==> config.mk <==
export PLATFORM = sky130hd
export DESIGN_NAME = maps_sequencer
export DESIGN_NICKNAME = d
export VERILOG_FILES = /design/src/maps_pkg.sv /design/src/maps_sequencer.sv
export VERILOG_INCLUDE_DIRS = /design/src
export SDC_FILE = /design/constraint.sdc
export NUM_CORES = 1
export LEC_CHECK = 0
export BUFFER_PORTS_ARGS = -buffer_cell sky130_fd_sc_hd__buf_2
export CAP_MARGIN = 10
export CORE_ASPECT_RATIO = 2
export CORE_MARGIN = 2
export CORE_UTILIZATION = 52
export CTS_CLUSTER_DIAMETER = 100
export CTS_CLUSTER_SIZE = 8
export DETAILED_ROUTE_END_ITERATION = 16
export GPL_TIMING_DRIVEN = 0
export PLACE_DENSITY = 0.83
export SYNTH_ARGS = -nofsm -noshare
export SYNTH_HDL_FRONTEND = slang
export SYNTH_SLANG_ARGS = --single-unit
export TNS_END_PERCENT = 50
==> constraint.sdc <==
create_clock -name i_mclk -period 3.6 [get_ports i_mclk]
set_clock_uncertainty 0.2 [all_clocks]
set_input_delay 0.36 -clock i_mclk [delete_from_list [all_inputs] [get_ports i_mclk]]
set_output_delay 0.36 -clock i_mclk [all_outputs]
set_load 0.05 [all_outputs]
==> src/maps_defines.svh <==
`ifndef MAPS_DEFINES_SVH
`define MAPS_DEFINES_SVH
`define MAPS_CLK_MHZ 200
`define MAPS_OFF_BIAS_US 2000
`define MAPS_OFF_BIAS_CYC ((`MAPS_OFF_BIAS_US * `MAPS_CLK_MHZ))
`define MAPS_HOLD_NS 100
`define MAPS_HOLD_CYC ((`MAPS_HOLD_NS * `MAPS_CLK_MHZ + 999) / 1000)
`define MAPS_REG_CTRL 32'h0000_0000
`define MAPS_REG_STAT 32'h0000_0004
`define MAPS_REG_IRQ 32'h0000_0008
`define MAPS_REG_MASK 32'h0000_000c
`define MAPS_CTRL_UP 0
`define MAPS_CTRL_DOWN 1
`define MAPS_CTRL_PARKED 2
`define MAPS_CTRL_BIAS_CMD 3
`define MAPS_IRQ_UP 0
`define MAPS_IRQ_OFF 1
`define MAPS_IRQ_LOSS 2
`define MAPS_IRQ_FAULT 3
`endif

==> src/maps_pkg.sv <==
`default_nettype none
package maps_pkg;
  typedef enum logic [7:0] {
    MAPS_OFF = 8'h01,
    MAPS_LOGIC = 8'h02,
    MAPS_OFFSET = 8'h04,
    MAPS_DELAY = 8'h08,
    MAPS_ON = 8'h10,
    MAPS_DRAIN = 8'h20,
    MAPS_HOLD = 8'h40,
    MAPS_EPARK = 8'h80
  } maps_state_t;
endpackage
`default_nettype wire

==> src/maps_sequencer.sv <==
// Our own choices: register access over Wishbone and the address map.
`include "maps_defines.svh"
`default_nettype none
module maps_sequencer #(
  parameter int unsigned OFF_BIAS_CYC = `MAPS_OFF_BIAS_CYC,
  parameter int unsigned HOLD_CYC = `MAPS_HOLD_CYC
) (
  input wire logic i_mclk,
  input wire logic i_rstn,
  input wire logic i_wb_cyc,
  input wire logic i_wb_stb,
  input wire logic i_wb_we,
  input wire logic [31:0] i_wb_adr,
  input wire logic [3:0] i_wb_sel,
  input wire logic [31:0] i_wb_dat,
  output logic [31:0] o_wb_dat,
  output logic o_wb_ack,
  output logic o_irq,
  output logic o_logic_supply_en,
  output logic o_io_supply_rail_en,
  output logic o_mirror_offset_rail_en,
  output logic o_mirror_bias_rail_en,
  output logic o_mirror_reset_rail_en,
  output logic o_power_down_n,
  output logic o_cmos_enable,
  output logic o_global_bias_cmd,
  input wire logic i_logic_supply_good,
  input wire logic i_io_supply_rail_good,
  input wire logic i_offset_rail_good,
  input wire logic i_mirror_rails_discharged,
  input wire logic i_reset_driver_out_enable_n,
  input wire logic i_power_loss
);
  // Bias delay may be shortened for simulation, but never to zero
  if (OFF_BIAS_CYC < 1) begin : g_bias_chk
    $error("offset_to_bias_delay too short");
  end
  // A hold below the rounded-up minimum would break the shutdown order
  if (HOLD_CYC < `MAPS_HOLD_CYC) begin : g_hold_chk
    $error("enable_to_good_hold too short");
  end

  logic [1:0] rst_sync_reg;
  logic rstn;
  always_ff @(posedge i_mclk or negedge i_rstn) begin
    if (!i_rstn) begin
      rst_sync_reg <= 2'h0;
    end else begin
      rst_sync_reg <= {rst_sync_reg[0], 1'b1};
    end
  end
  assign rstn = rst_sync_reg[1];

  // Pin inputs through two flops; stage one read only by stage two
  logic [5:0] pin_s1_reg;
  logic [5:0] pin_s2_reg;
  always_ff @(posedge i_mclk or negedge rstn) begin
    if (!rstn) begin
      pin_s1_reg <= 6'h00;
      pin_s2_reg <= 6'h00;
    end else begin
      pin_s1_reg <= {i_power_loss, i_reset_driver_out_enable_n, i_mirror_rails_discharged,
                     i_offset_rail_good, i_io_supply_rail_good, i_logic_supply_good};
      pin_s2_reg <= pin_s1_reg;
    end
  end
  wire logic_good = pin_s2_reg[0] & pin_s2_reg[1];
  wire off_good = pin_s2_reg[2];
  wire drained = pin_s2_reg[3];
  wire rdoe_high = pin_s2_reg[4];
  wire loss = pin_s2_reg[5];

  // Wishbone slave, one wait state, ack pulses once
  wire wb_req = i_wb_cyc & i_wb_stb & ~o_wb_ack;
  wire wb_wr = wb_req & i_wb_we & i_wb_sel[0];
  wire sel_ctrl = (i_wb_adr == `MAPS_REG_CTRL);
  wire sel_stat = (i_wb_adr == `MAPS_REG_STAT);
  wire sel_irq = (i_wb_adr == `MAPS_REG_IRQ);
  wire sel_mask = (i_wb_adr == `MAPS_REG_MASK);
  wire cmd_up = wb_wr & sel_ctrl & i_wb_dat[`MAPS_CTRL_UP];
  wire cmd_down = wb_wr & sel_ctrl & i_wb_dat[`MAPS_CTRL_DOWN];
  wire cmd_parked = wb_wr & sel_ctrl & i_wb_dat[`MAPS_CTRL_PARKED];
  wire cmd_bias = wb_wr & sel_ctrl & i_wb_dat[`MAPS_CTRL_BIAS_CMD];

  maps_pkg::maps_state_t state_reg;
  maps_pkg::maps_state_t state_next;
  logic [31:0] cnt_reg;
  logic [31:0] cnt_next;
  logic parked_reg;
  logic [3:0] irq_reg;
  logic [3:0] mask_reg;
  logic [31:0] rdata_next;
  logic [3:0] ev;
  logic fault;

  wire cnt_done = (cnt_reg == 32'h0);
  wire [31:0] bias_load = 32'(OFF_BIAS_CYC - 1);
  wire [31:0] hold_load = 32'(HOLD_CYC - 1);

  always_comb begin
    state_next = state_reg;
    cnt_next = cnt_done ? cnt_reg : cnt_reg - 32'h1;
    ev = 4'h0;
    fault = 1'b0;
    case (state_reg)
      maps_pkg::MAPS_OFF: begin
        if (cmd_up && rdoe_high && !loss) begin
          state_next = maps_pkg::MAPS_LOGIC;
        end
      end
      maps_pkg::MAPS_LOGIC: begin
        if (logic_good) begin
          state_next = maps_pkg::MAPS_OFFSET;
        end
      end
      maps_pkg::MAPS_OFFSET: begin
        if (off_good) begin
          state_next = maps_pkg::MAPS_DELAY;
          cnt_next = bias_load;
        end
      end
      maps_pkg::MAPS_DELAY: begin
        if (!off_good) begin
          fault = 1'b1;
          state_next = maps_pkg::MAPS_OFFSET;
        end else if (cnt_done) begin
          state_next = maps_pkg::MAPS_ON;
          ev[`MAPS_IRQ_UP] = 1'b1;
        end
      end
      maps_pkg::MAPS_ON: begin
        if (cmd_down && (parked_reg || cmd_parked)) begin
          state_next = maps_pkg::MAPS_HOLD;
          cnt_next = hold_load;
        end
      end
      maps_pkg::MAPS_HOLD: begin
        // Offset enable already low; good must outlive it
        if (!off_good && !cnt_done) begin
          fault = 1'b1;
        end
        if (cnt_done) begin
          state_next = maps_pkg::MAPS_DRAIN;
        end
      end
      maps_pkg::MAPS_EPARK: begin
        // Keep offset on until good drops, park done first
        if (!off_good) begin
          state_next = maps_pkg::MAPS_DRAIN;
          if (!rdoe_high) begin
            fault = 1'b1;
          end
        end
      end
      maps_pkg::MAPS_DRAIN: begin
        if (drained) begin
          state_next = maps_pkg::MAPS_OFF;
          ev[`MAPS_IRQ_OFF] = 1'b1;
        end
      end
      default: begin
        state_next = maps_pkg::MAPS_OFF;
      end
    endcase
    if (loss && (state_reg == maps_pkg::MAPS_OFFSET || state_reg == maps_pkg::MAPS_DELAY ||
                 state_reg == maps_pkg::MAPS_ON)) begin
      state_next = maps_pkg::MAPS_EPARK;
      ev[`MAPS_IRQ_LOSS] = 1'b1;
    end else if (loss && state_reg == maps_pkg::MAPS_LOGIC) begin
      state_next = maps_pkg::MAPS_DRAIN;
      ev[`MAPS_IRQ_LOSS] = 1'b1;
    end
    ev[`MAPS_IRQ_FAULT] = fault;
  end

  wire [3:0] irq_clr = (wb_wr && sel_irq) ? i_wb_dat[3:0] : 4'h0;
  wire [3:0] irq_next = (irq_reg & ~irq_clr) | ev;

  always_ff @(posedge i_mclk or negedge rstn) begin
    if (!rstn) begin
      state_reg <= maps_pkg::MAPS_OFF;
      cnt_reg <= 32'h0;
      parked_reg <= 1'b0;
      irq_reg <= 4'h0;
      mask_reg <= 4'h0;
    end else begin
      state_reg <= state_next;
      cnt_reg <= cnt_next;
      irq_reg <= irq_next;
      if (wb_wr && sel_mask) begin
        mask_reg <= i_wb_dat[3:0];
      end
      if (state_reg != maps_pkg::MAPS_ON) begin
        parked_reg <= 1'b0;
      end else if (cmd_parked) begin
        parked_reg <= 1'b1;
      end
    end
  end

  wire st_mirror = (state_reg == maps_pkg::MAPS_OFFSET) || (state_reg == maps_pkg::MAPS_DELAY) ||
                   (state_reg == maps_pkg::MAPS_ON) || (state_reg == maps_pkg::MAPS_EPARK);
  wire st_supply = (state_reg != maps_pkg::MAPS_OFF);
  wire st_bias = (state_reg == maps_pkg::MAPS_ON) || (state_reg == maps_pkg::MAPS_EPARK);
  // Reset rail follows bias; no order needed between them
  wire st_reset_rail = st_bias;
  wire st_cmos = st_supply && logic_good && (state_reg != maps_pkg::MAPS_LOGIC) &&
                 (state_reg != maps_pkg::MAPS_DRAIN);

  always_comb begin
    rdata_next = 32'h0;
    if (sel_ctrl) begin
      rdata_next = {31'h0, parked_reg} << `MAPS_CTRL_PARKED;
    end else if (sel_stat) begin
      rdata_next = {18'h0, pin_s2_reg, state_reg};
    end else if (sel_irq) begin
      rdata_next = {28'h0, irq_reg};
    end else if (sel_mask) begin
      rdata_next = {28'h0, mask_reg};
    end
  end

  always_ff @(posedge i_mclk or negedge rstn) begin
    if (!rstn) begin
      o_wb_ack <= 1'b0;
      o_wb_dat <= 32'h0;
      o_irq <= 1'b0;
      o_logic_supply_en <= 1'b0;
      o_io_supply_rail_en <= 1'b0;
      o_mirror_offset_rail_en <= 1'b0;
      o_mirror_bias_rail_en <= 1'b0;
      o_mirror_reset_rail_en <= 1'b0;
      o_power_down_n <= 1'b0;
      o_cmos_enable <= 1'b0;
      o_global_bias_cmd <= 1'b0;
    end else begin
      o_wb_ack <= wb_req;
      o_wb_dat <= wb_req ? rdata_next : 32'h0;
      o_irq <= |(irq_next & mask_reg);
      o_logic_supply_en <= (state_next != maps_pkg::MAPS_OFF);
      o_io_supply_rail_en <= (state_next != maps_pkg::MAPS_OFF);
      o_mirror_offset_rail_en <= st_mirror;
      o_mirror_bias_rail_en <= st_bias;
      o_mirror_reset_rail_en <= st_reset_rail;
      o_power_down_n <= st_mirror;
      o_cmos_enable <= st_cmos;
      o_global_bias_cmd <= cmd_bias && (state_reg == maps_pkg::MAPS_ON);
    end
  end
endmodule
`default_nettype wire

# Word level (Yosys, flattened, before mapping)
# Index checks and enable logic that the tools add are counted.
[totals]
input_bits = 79
elab_cells = 108
register_bits = 102
out_inout_bits = 42
[classes]
n_eq_ne = 16
bitwise_logic = 15
n_reduce_logical = 24
n_addsub = 1
n_mux = 36
[ops]
columns = ["op", "n"]
rows = [
  ["two-way mux 32 bit", 5],
  ["two-way mux 8 bit", 11],
  ["== test 32 x 4 -> 1 bit, second input constant", 2],
  ["zero test 32 bit", 2],
  ["case mux 32 bit (2 select lines)", 1],
  ["case mux 8 bit (8 select lines)", 1],
  ["== test 32 x 3 -> 1 bit, second input constant", 1],
  ["subtractor 32 x 1 -> 32 bit, second input constant", 1],
  ["inequality test 8 x 1 -> 1 bit, second input constant", 2],
  ["two-way mux 14 bit", 1],
  ["two-way mux 1 bit", 13],
  ["logical AND 1 bit", 12],
  ["two-way mux 4 bit", 3],
  ["AND 1 bit", 10],
  ["AND 4 bit", 2],
  ["== test 8 x 1 -> 1 bit, second input constant", 1],
  ["== test 8 x 2 -> 1 bit, second input constant", 1],
  ["== test 8 x 3 -> 1 bit, second input constant", 1],
  ["== test 8 x 4 -> 1 bit, second input constant", 1],
  ["== test 8 x 5 -> 1 bit, second input constant", 1],
  ["== test 8 x 6 -> 1 bit, second input constant", 1],
  ["== test 8 x 7 -> 1 bit, second input constant", 1],
  ["== test 8 bit, second input constant", 1],
  ["inequality test 8 x 2 -> 1 bit, second input constant", 1],
  ["other kinds (10)", 16],
]

# Depth between registers and ports, before layout
# Gate-level depths: netlist of the first run.
[logic_depth]
depth_word = 13
depth_mapped = 9
mapped_depth_nobuf = 8

# Least setup slack after synthesis of the first run
# Ideal clock, no wire load.
[synth_timing]
path_kind = "register to register"
startpoint = "register cnt_reg[25]"
endpoint = "register cnt_reg[11]"
n_path_buf = 0
t_required_ns = 3.249
stages_incl_launch_ff = 7
path_slack_ns = 0.999
setup_time_ns = 0.151
period_less_slack_ns = 2.601
arrival_ns = 2.249
cell_sequence = "dfrtp_1 -> or4_4 -> or4_4 -> o41a_1 -> nand4b_1 -> xor2_1 -> a21oi_1"
[synth_between]
elab_chain_len = 4
word_cells_on_any_way = 5
cone_classes = "4 x mux; 1 x reduce/logical"
[synth_rtl]
columns = ["element", "line_no", "source"]
rows = [
  ["from (decl)", "maps_sequencer.sv:87", "logic [31:0] cnt_reg;"],
  ["from (signal assigned)", "maps_sequencer.sv:188", "cnt_reg <= cnt_next;"],
  ["zero test 32 bit *", "maps_sequencer.sv:96", "wire cnt_done = (cnt_reg == 32'h0);"],
  ["two-way mux 32 bit *", "maps_sequencer.sv:102", "cnt_next = cnt_done ? cnt_reg : cnt_reg - 32'h1;"],
  ["two-way mux 32 bit (on tied branches)", "maps_sequencer.sv:132, maps_sequencer.sv:117", ""],
  ["case mux 32 bit (2 select lines) *", "maps_sequencer.sv:105", "case (state_reg)"],
  ["named net cnt_next[11]", "maps_sequencer.sv:88", "logic [31:0] cnt_next;"],
]
# Mark *: on every way through the listed nets, which the timed path passes. The rest lies on a longest branch.
# A chain may end at the register's enable or synchronous reset.

# Worst setup path in the final report of the first run
[layout_timing]
startpoint = "register state_reg[6]"
endpoint = "register cnt_reg[15]"
[layout_between]
elab_chain_len = 2
word_cells_on_any_way = 3
cone_classes = "2 x eq/ne; 1 x mux"
[layout_rtl]
columns = ["element", "line_no", "source"]
rows = [
  ["from (decl)", "maps_sequencer.sv:85", "maps_pkg::maps_state_t state_reg;"],
  ["from (signal assigned)", "maps_sequencer.sv:181", "state_reg <= maps_pkg::MAPS_OFF;"],
  ["from (signal assigned)", "maps_sequencer.sv:187", "state_reg <= state_next;"],
  ["== test 8 x 5 -> 1 bit / == test 8 x 3 -> 1 bit (equally long branches)", "maps_sequencer.sv:105", ""],
  ["case mux 32 bit (2 select lines) *", "maps_sequencer.sv:105", ""],
  ["named net cnt_next[15]", "maps_sequencer.sv:88", ""],
]
# Marked as above.

==> metrics.cfg, run 1 <==
[global_routing]
grt_use_total_pct = 25.7
antenna_found_initial = 0
grt_pass1_vias = 3542
grt_max_degree = 55
grt_pass1_wl_mm = 16.4
overflow = 0

[drt]
vias = 3420
dr.pass1.iters = 5
drtAntennaViolNets = 0
drt_iter0_drc = 219
drc = 0
wire_per_inst_um = 17.1
routed_via_density = 5.65
wl_mm = 10.3

[setup_path]
crit_arrival_ns = 3.04
startpoint = state_reg[6]$_DFF_PN0_
critPathMaxStageDelay_ns = 0.53
crit_top_cell = clkbuf_1
reg2reg_to = cnt_reg[15]$_DFF_PN0_
rrSetupSlack_ns = 0.55
cp-endpoint = cnt_reg[15]$_DFF_PN0_
crit_required_ns = 3.59
cp_slowest_cell = or4_1
r2r_cells = 7
timing.rr.start = state_reg[6]$_DFF_PN0_
end_kind = flop
crit_chain = clkbuf_1 > or4_1 > nor3_1 > nand4b_1 > a21oi_1 > clkbuf_1 > nor2_1
crit_type = flop to flop
critPathLaunchType = flop
crit_fanout = 10

[logic_synthesis]
syn_area_um2 = 4100
yosysMostFrequentCell = dfrtp_1
synth_seq_area_share_pct = 51.3
synth_ff_type = dfrtp_1
syn-mean-instance-area_um2 = 10.3
synth-seq-cells = 84
ys_async_sr_fraction_pct = 100
synth_cell_type_count = 58
yosys_warnings = 0
yosys.area.top_type_share_pct = 50.6
synth_edf_count = 0
synth.area.top_cells = dfrtp_1, xor2_1, buf_4
synth_common_cells = dfrtp_1, nor2_1, buf_4, nand2_1
synth_cells = 400
synth_area_leader_cell = dfrtp_1

[cts]
clk_pin_slew_worst_paths_ns = 0.06
clock_path_buffers = 2
clock_latency_ns = 0.33
cts_tree = yes
clock-sinks = 84
root_buffer = clkbuf_16
htreeDepth = 3
cts_buffers = 9

[sta]
fin_tns_setup_ns = 0
timing.final.crit_share_pct = 84.8
period_needed_ns = 3.05
slew_headroom_pct = 29.8
tightestPinTransition_ns = 1.05
hold_viol = 0
fmax_mhz = 328
setup_viol = 0
rsz0062_at_grt = no
slew_viol_final = 0

[cells_and_area]
drive_gt1_share_pct = 24.7
fin_cells = 605
n_antenna_cell = 0
nFillCells = 607
largest_register_ffs = 32
syn2layout_area_growth_pct = 23.2
layout.nets = 586
utilization_pct = 66.5

[status]
status = completed

[place]
dp.cells = 582
io_buffers = 70
gp_congestion = 0.913
dp.final_hpwl_mm = 7.68

[power]
peakVddDrop_uv = 428
p_per_area_nw_per_um2 = 408
leakage_uw = 0.00222

[floorplanning]
core_area_um2 = 7600
die_h_um = 130
io_pins = 121
start_util_pct = 54.0
die_w_um = 66.8
rows = 45
die_area_um2 = 8660

[flow_run]
drv_cap = 0

[hold_path]
hold_class = flop to asynchronous set/reset pin

## metal layers
metal,share of wire [%],global-route usage (%),up-vias,wire length [um]
li1,-,-,1608,-
met1,31,24.3,1651,3200
met2,60,48.1,127,6220
met3,4.5,4.95,34,461
met4,4.3,16.7,0,444
met5,0,0,-,0
## kinds of logic (layout without fill, tap and decap cells)
kind of cell | count (synthesis) | after routing | share of synthesized area, %
simple gates | 169 | 169 | 23.7
flops | 84 | 84 | 51.3
compound gates | 61 | 61 | 9.88
buf+inv | 46 | 140 | 6.16
xor+xnor | 32 | 32 | 6.83
mux | 5 | 5 | 1.65
other cells | 2 | 19 | 0.183
fa+ha+maj | 1 | 1 | 0.305
## power breakdown
part / internal (uW) / total, uW / leakage, uW / switching [uW]
Combinational: 45.5 / 124 / 0.00109 / 78.0
Sequential: 953 / 966 / 0.000970 / 12.2
Clock: 622 / 970 / 0.000159 / 348
Total: 1620 / 2060 / 0.00222 / 438
## placed cells by master, fill, tap and decap left out, types with 9 or more instances in the layout
| master | n |
|---|---|
| o21ai_0 | 9 |
| inv_1 | 10 |
| xor2_1 | 19 |
| nor4_1 | 18 |
| buf_4 | 21 |
| xnor2_1 | 13 |
| a21oi_1 | 19 |
| nor2_1 | 39 |
| nand2_1 | 21 |
| nor3_1 | 12 |
| dfrtp_1 | 82 |
| buf_2 | 71 |
| conb_1 | 19 |
| nand3_1 | 12 |
| clkbuf_16 | 9 |
| clkbuf_1 | 15 |
| and2_1 | 12 |
## through the flow
stage	power, uW	instance area, um^2	setup slack, ns	hold slack, ns
final	2060	5050	0.548	0.0559
after global routing	2130	5050	0.355	0.0877
after CTS	2080	5050	0.617	0.0717
after detailed placement	1100	4670	0.547	-0.0525
after global placement	1090	4630	0.108	-0.0543
after floorplan	1060	4170	0.889	-0.136
## worst max-delay path, delay by kind of cell, from the launching register on
kind                   cells  cell delay, ns
and+or+nand+nor            4            1.30
DFF                        1            0.40
buffers and inverters      2            0.69
AOI/OAI and AO/OA          1            0.33
## final cells by class
type                            instances  area (um^2)  area share, %
Clock inverter                          5         75.1           1.49
Tap cell                               94          118           2.33
Buffer                                 36          215           4.26
Sequential cell                        84         2110           41.7
Inverter                               10         37.5          0.743
Clock buffer                           11          243           4.80
Timing Repair Buffer                   78          448           8.86
Multi-Input combinational cell        287         1810           35.8
## worst min path at each step
stage / startpoint / end / slack [ns] / depth (start not counted)
after floorplan: i_rstn / rst_sync_reg[0]$_DFF_PN0_ / -0.14 / 0
after global placement: i_rstn / rst_sync_reg[0]$_DFF_PN0_ / -0.05 / 1
after detailed placement: i_rstn / rst_sync_reg[0]$_DFF_PN0_ / -0.05 / 1
after CTS: rst_sync_reg[1]$_DFF_PN0_ / o_global_bias_cmd$_DFF_PN0_ / 0.07 / 0
after global routing: rst_sync_reg[1]$_DFF_PN0_ / o_global_bias_cmd$_DFF_PN0_ / 0.09 / 0
final: rst_sync_reg[1]$_DFF_PN0_ / o_global_bias_cmd$_DFF_PN0_ / 0.06 / 0
## what timing repair did
| action | 4_1_cts | 5_1_grt |
|---|---|---|
| buffers inserted | 0 | 0 |
| hold endpoints to repair | 8 | 0 |
| gates resized for setup | 0 | 0 |
| hold buffers | 7 | 0 |
| setup endpoints to repair | 0 | 0 |
Power figures use the tool's default switching activity.
==> run 2: changes to the inputs <==
==> constraint.sdc (replaced) <==
create_clock -name i_mclk -period 2.9 [get_ports i_mclk]
set_clock_uncertainty 0.2 [all_clocks]
set_input_delay 0.29 -clock i_mclk [delete_from_list [all_inputs] [get_ports i_mclk]]
set_output_delay 0.29 -clock i_mclk [all_outputs]
set_load 0.05 [all_outputs]
==> run 2 against run 1 <==
Critical path depth down 1. Via count stayed put. Utilization increased by 1.1 points. Final area is 1.6% higher. Combinational power increased by 23%.
==> metrics.cfg, run 2 (same netlist as run 1, synthesis figures left out) <==
[status]
status = completed

[setup_path]
timing.rr.start = cnt_reg[25]$_DFF_PN0_
reg2reg_to = cnt_reg[11]$_DFF_PN0_
cp-endpoint = cnt_reg[11]$_DFF_PN0_
startpoint = cnt_reg[25]$_DFF_PN0_
crit_fanout = 6
critPathLaunchType = flop
crit_arrival_ns = 2.78
rrSetupSlack_ns = 0.11
crit_required_ns = 2.89
end_kind = flop
crit_type = flop to flop
r2r_cells = 6

[cells_and_area]
syn2layout_area_growth_pct = 25.2
n_antenna_cell = 0
largest_register_ffs = 32
drive_gt1_share_pct = 26.7
layout_common_cells = dfrtp_1, buf_2, nor2_1
layout.nets = 588
final_common_cell = dfrtp_1

[sta]
whs_ns = 0.0163
timing.final.crit_share_pct = 96.1
fmax_mhz = 359
tightestPinTransition_ns = 1.09
hold_viol = 0
fin_ws_ns = 0.114
slew_viol_final = 0
setup_viol = 0
slew_headroom_pct = 27.5
fin_tns_setup_ns = 0
rsz0062_at_grt = no
period_needed_ns = 2.79

[global_routing]
grt_pass1_vias = 3547
antenna_found_initial = 0
overflow = 0
grt_use_total_pct = 25.8
grt_pass1_wl_mm = 16.4
grt_max_degree = 55

[cts]
clk_pin_slew_worst_paths_ns = 0.06
root_buffer = clkbuf_16
cts_tree = yes
clock_path_buffers = 2
clock_latency_ns = 0.33
cts_buffers = 9
htreeDepth = 3
clock-sinks = 84

[floorplanning]
die_h_um = 130
die_area_um2 = 8660
io_pins = 121
die_w_um = 66.8
rows = 45
start_util_pct = 54.0
core_area_um2 = 7600

[place]
io_buffers = 70
dp.final_hpwl_mm = 7.68
place_ws_ns = -0.0831
gp_congestion = 0.913

[drt]
wl_mm = 10.3
wire_per_inst_um = 17.0
dr.pass1.iters = 4
routed_via_density = 5.63
drc = 0
vias = 3420
drt_iter0_drc = 229
drtAntennaViolNets = 0

[flow_run]
drv_cap = 0

[power]
peakVddDrop_uv = 530
p_per_area_nw_per_um2 = 497
leakage_uw = 0.00227

[hold_path]
hold_class = input pin to flop
hp-start = i_wb_dat[3]

run 2: cell count changes in the layout (fill, tap and decap cells not counted), moves of 2 or more:
| cell | before | now |
|---|---|---|
| nor4_1 | 18 | 15 |
| clkbuf_1 | 15 | 13 |
| buf_4 | 21 | 23 |
| or4_1 | 5 | 3 |
| nor4_4 | 1 | 3 |
| or4_4 | 3 | 5 |
| clkbuf_2 | 0 | 2 |
run 2: worst min path at each step:
stage	cells after the start	end	slack [ns]
after floorplan	0	rst_sync_reg[0]$_DFF_PN0_	-0.21
after global placement	1	rst_sync_reg[0]$_DFF_PN0_	-0.12
after detailed placement	1	rst_sync_reg[0]$_DFF_PN0_	-0.12
after CTS	2	mask_reg[3]$_DFFE_PN0P_	0.004
after global routing	2	mask_reg[3]$_DFFE_PN0P_	0.02
final	2	mask_reg[3]$_DFFE_PN0P_	0.02
run 2: stage by stage:
step / instance area (um^2) / power, uW / utilization [%] / cells
6_report: 5130 / 2550 / 67.6 / 607
5_1_grt: 5130 / 2650 / 67.6 / 607
4_1_cts: 5090 / 2580 / 67.0 / 605
3_3_place_gp: 4630 / 1360 / 61.0 / 581
2_1_floorplan: 4170 / 1310 / - / 417
3_5_place_dp: 4670 / 1360 / 61.4 / 582
run 2: metal layers:
metal,routed length (um),global-route usage (%)
met4,475,17.0
met5,0,0
met3,392,5.03
met1,3210,24.4
met2,6240,48.0
run 2: what timing repair did:
action / in CTS / in global routing
pin swaps: 0 / 1
gates resized for setup: 6 / 6
buffers inserted: 0 / 2
setup endpoints to repair: 25 / 25
gates cloned: 0 / 0
endpoints found under the hold margin: 8 / 0
hold buffers: 7 / 0
run 2: cell type report:
class | count | area (um^2)
timing repair buffer | 80 | 463
buffer | 36 | 218
inverter | 10 | 37.5
tap | 94 | 118
sequential | 84 | 2110
clock inverter | 5 | 75.1
clock buffer | 11 | 243
fill | 592 | 2470
multi-input combinational | 287 | 1870
run 2: critical path, cell delays in order (launching register included):
cell	delay [ns]
dfrtp_1	0.42
or4_4	0.58
or4_4	0.50
o41a_1	0.53
nand4b_1	0.15
xor2_1	0.18
a21oi_1	0.09
run 2: power breakdown:
group / switching, uW / leakage (uW) / internal, uW / total [uW]
combinational: 96.8 / 0.00114 / 56.5 / 153
sequential: 15.2 / 0.000970 / 1180 / 1200
clock: 426 / 0.000159 / 772 / 1200
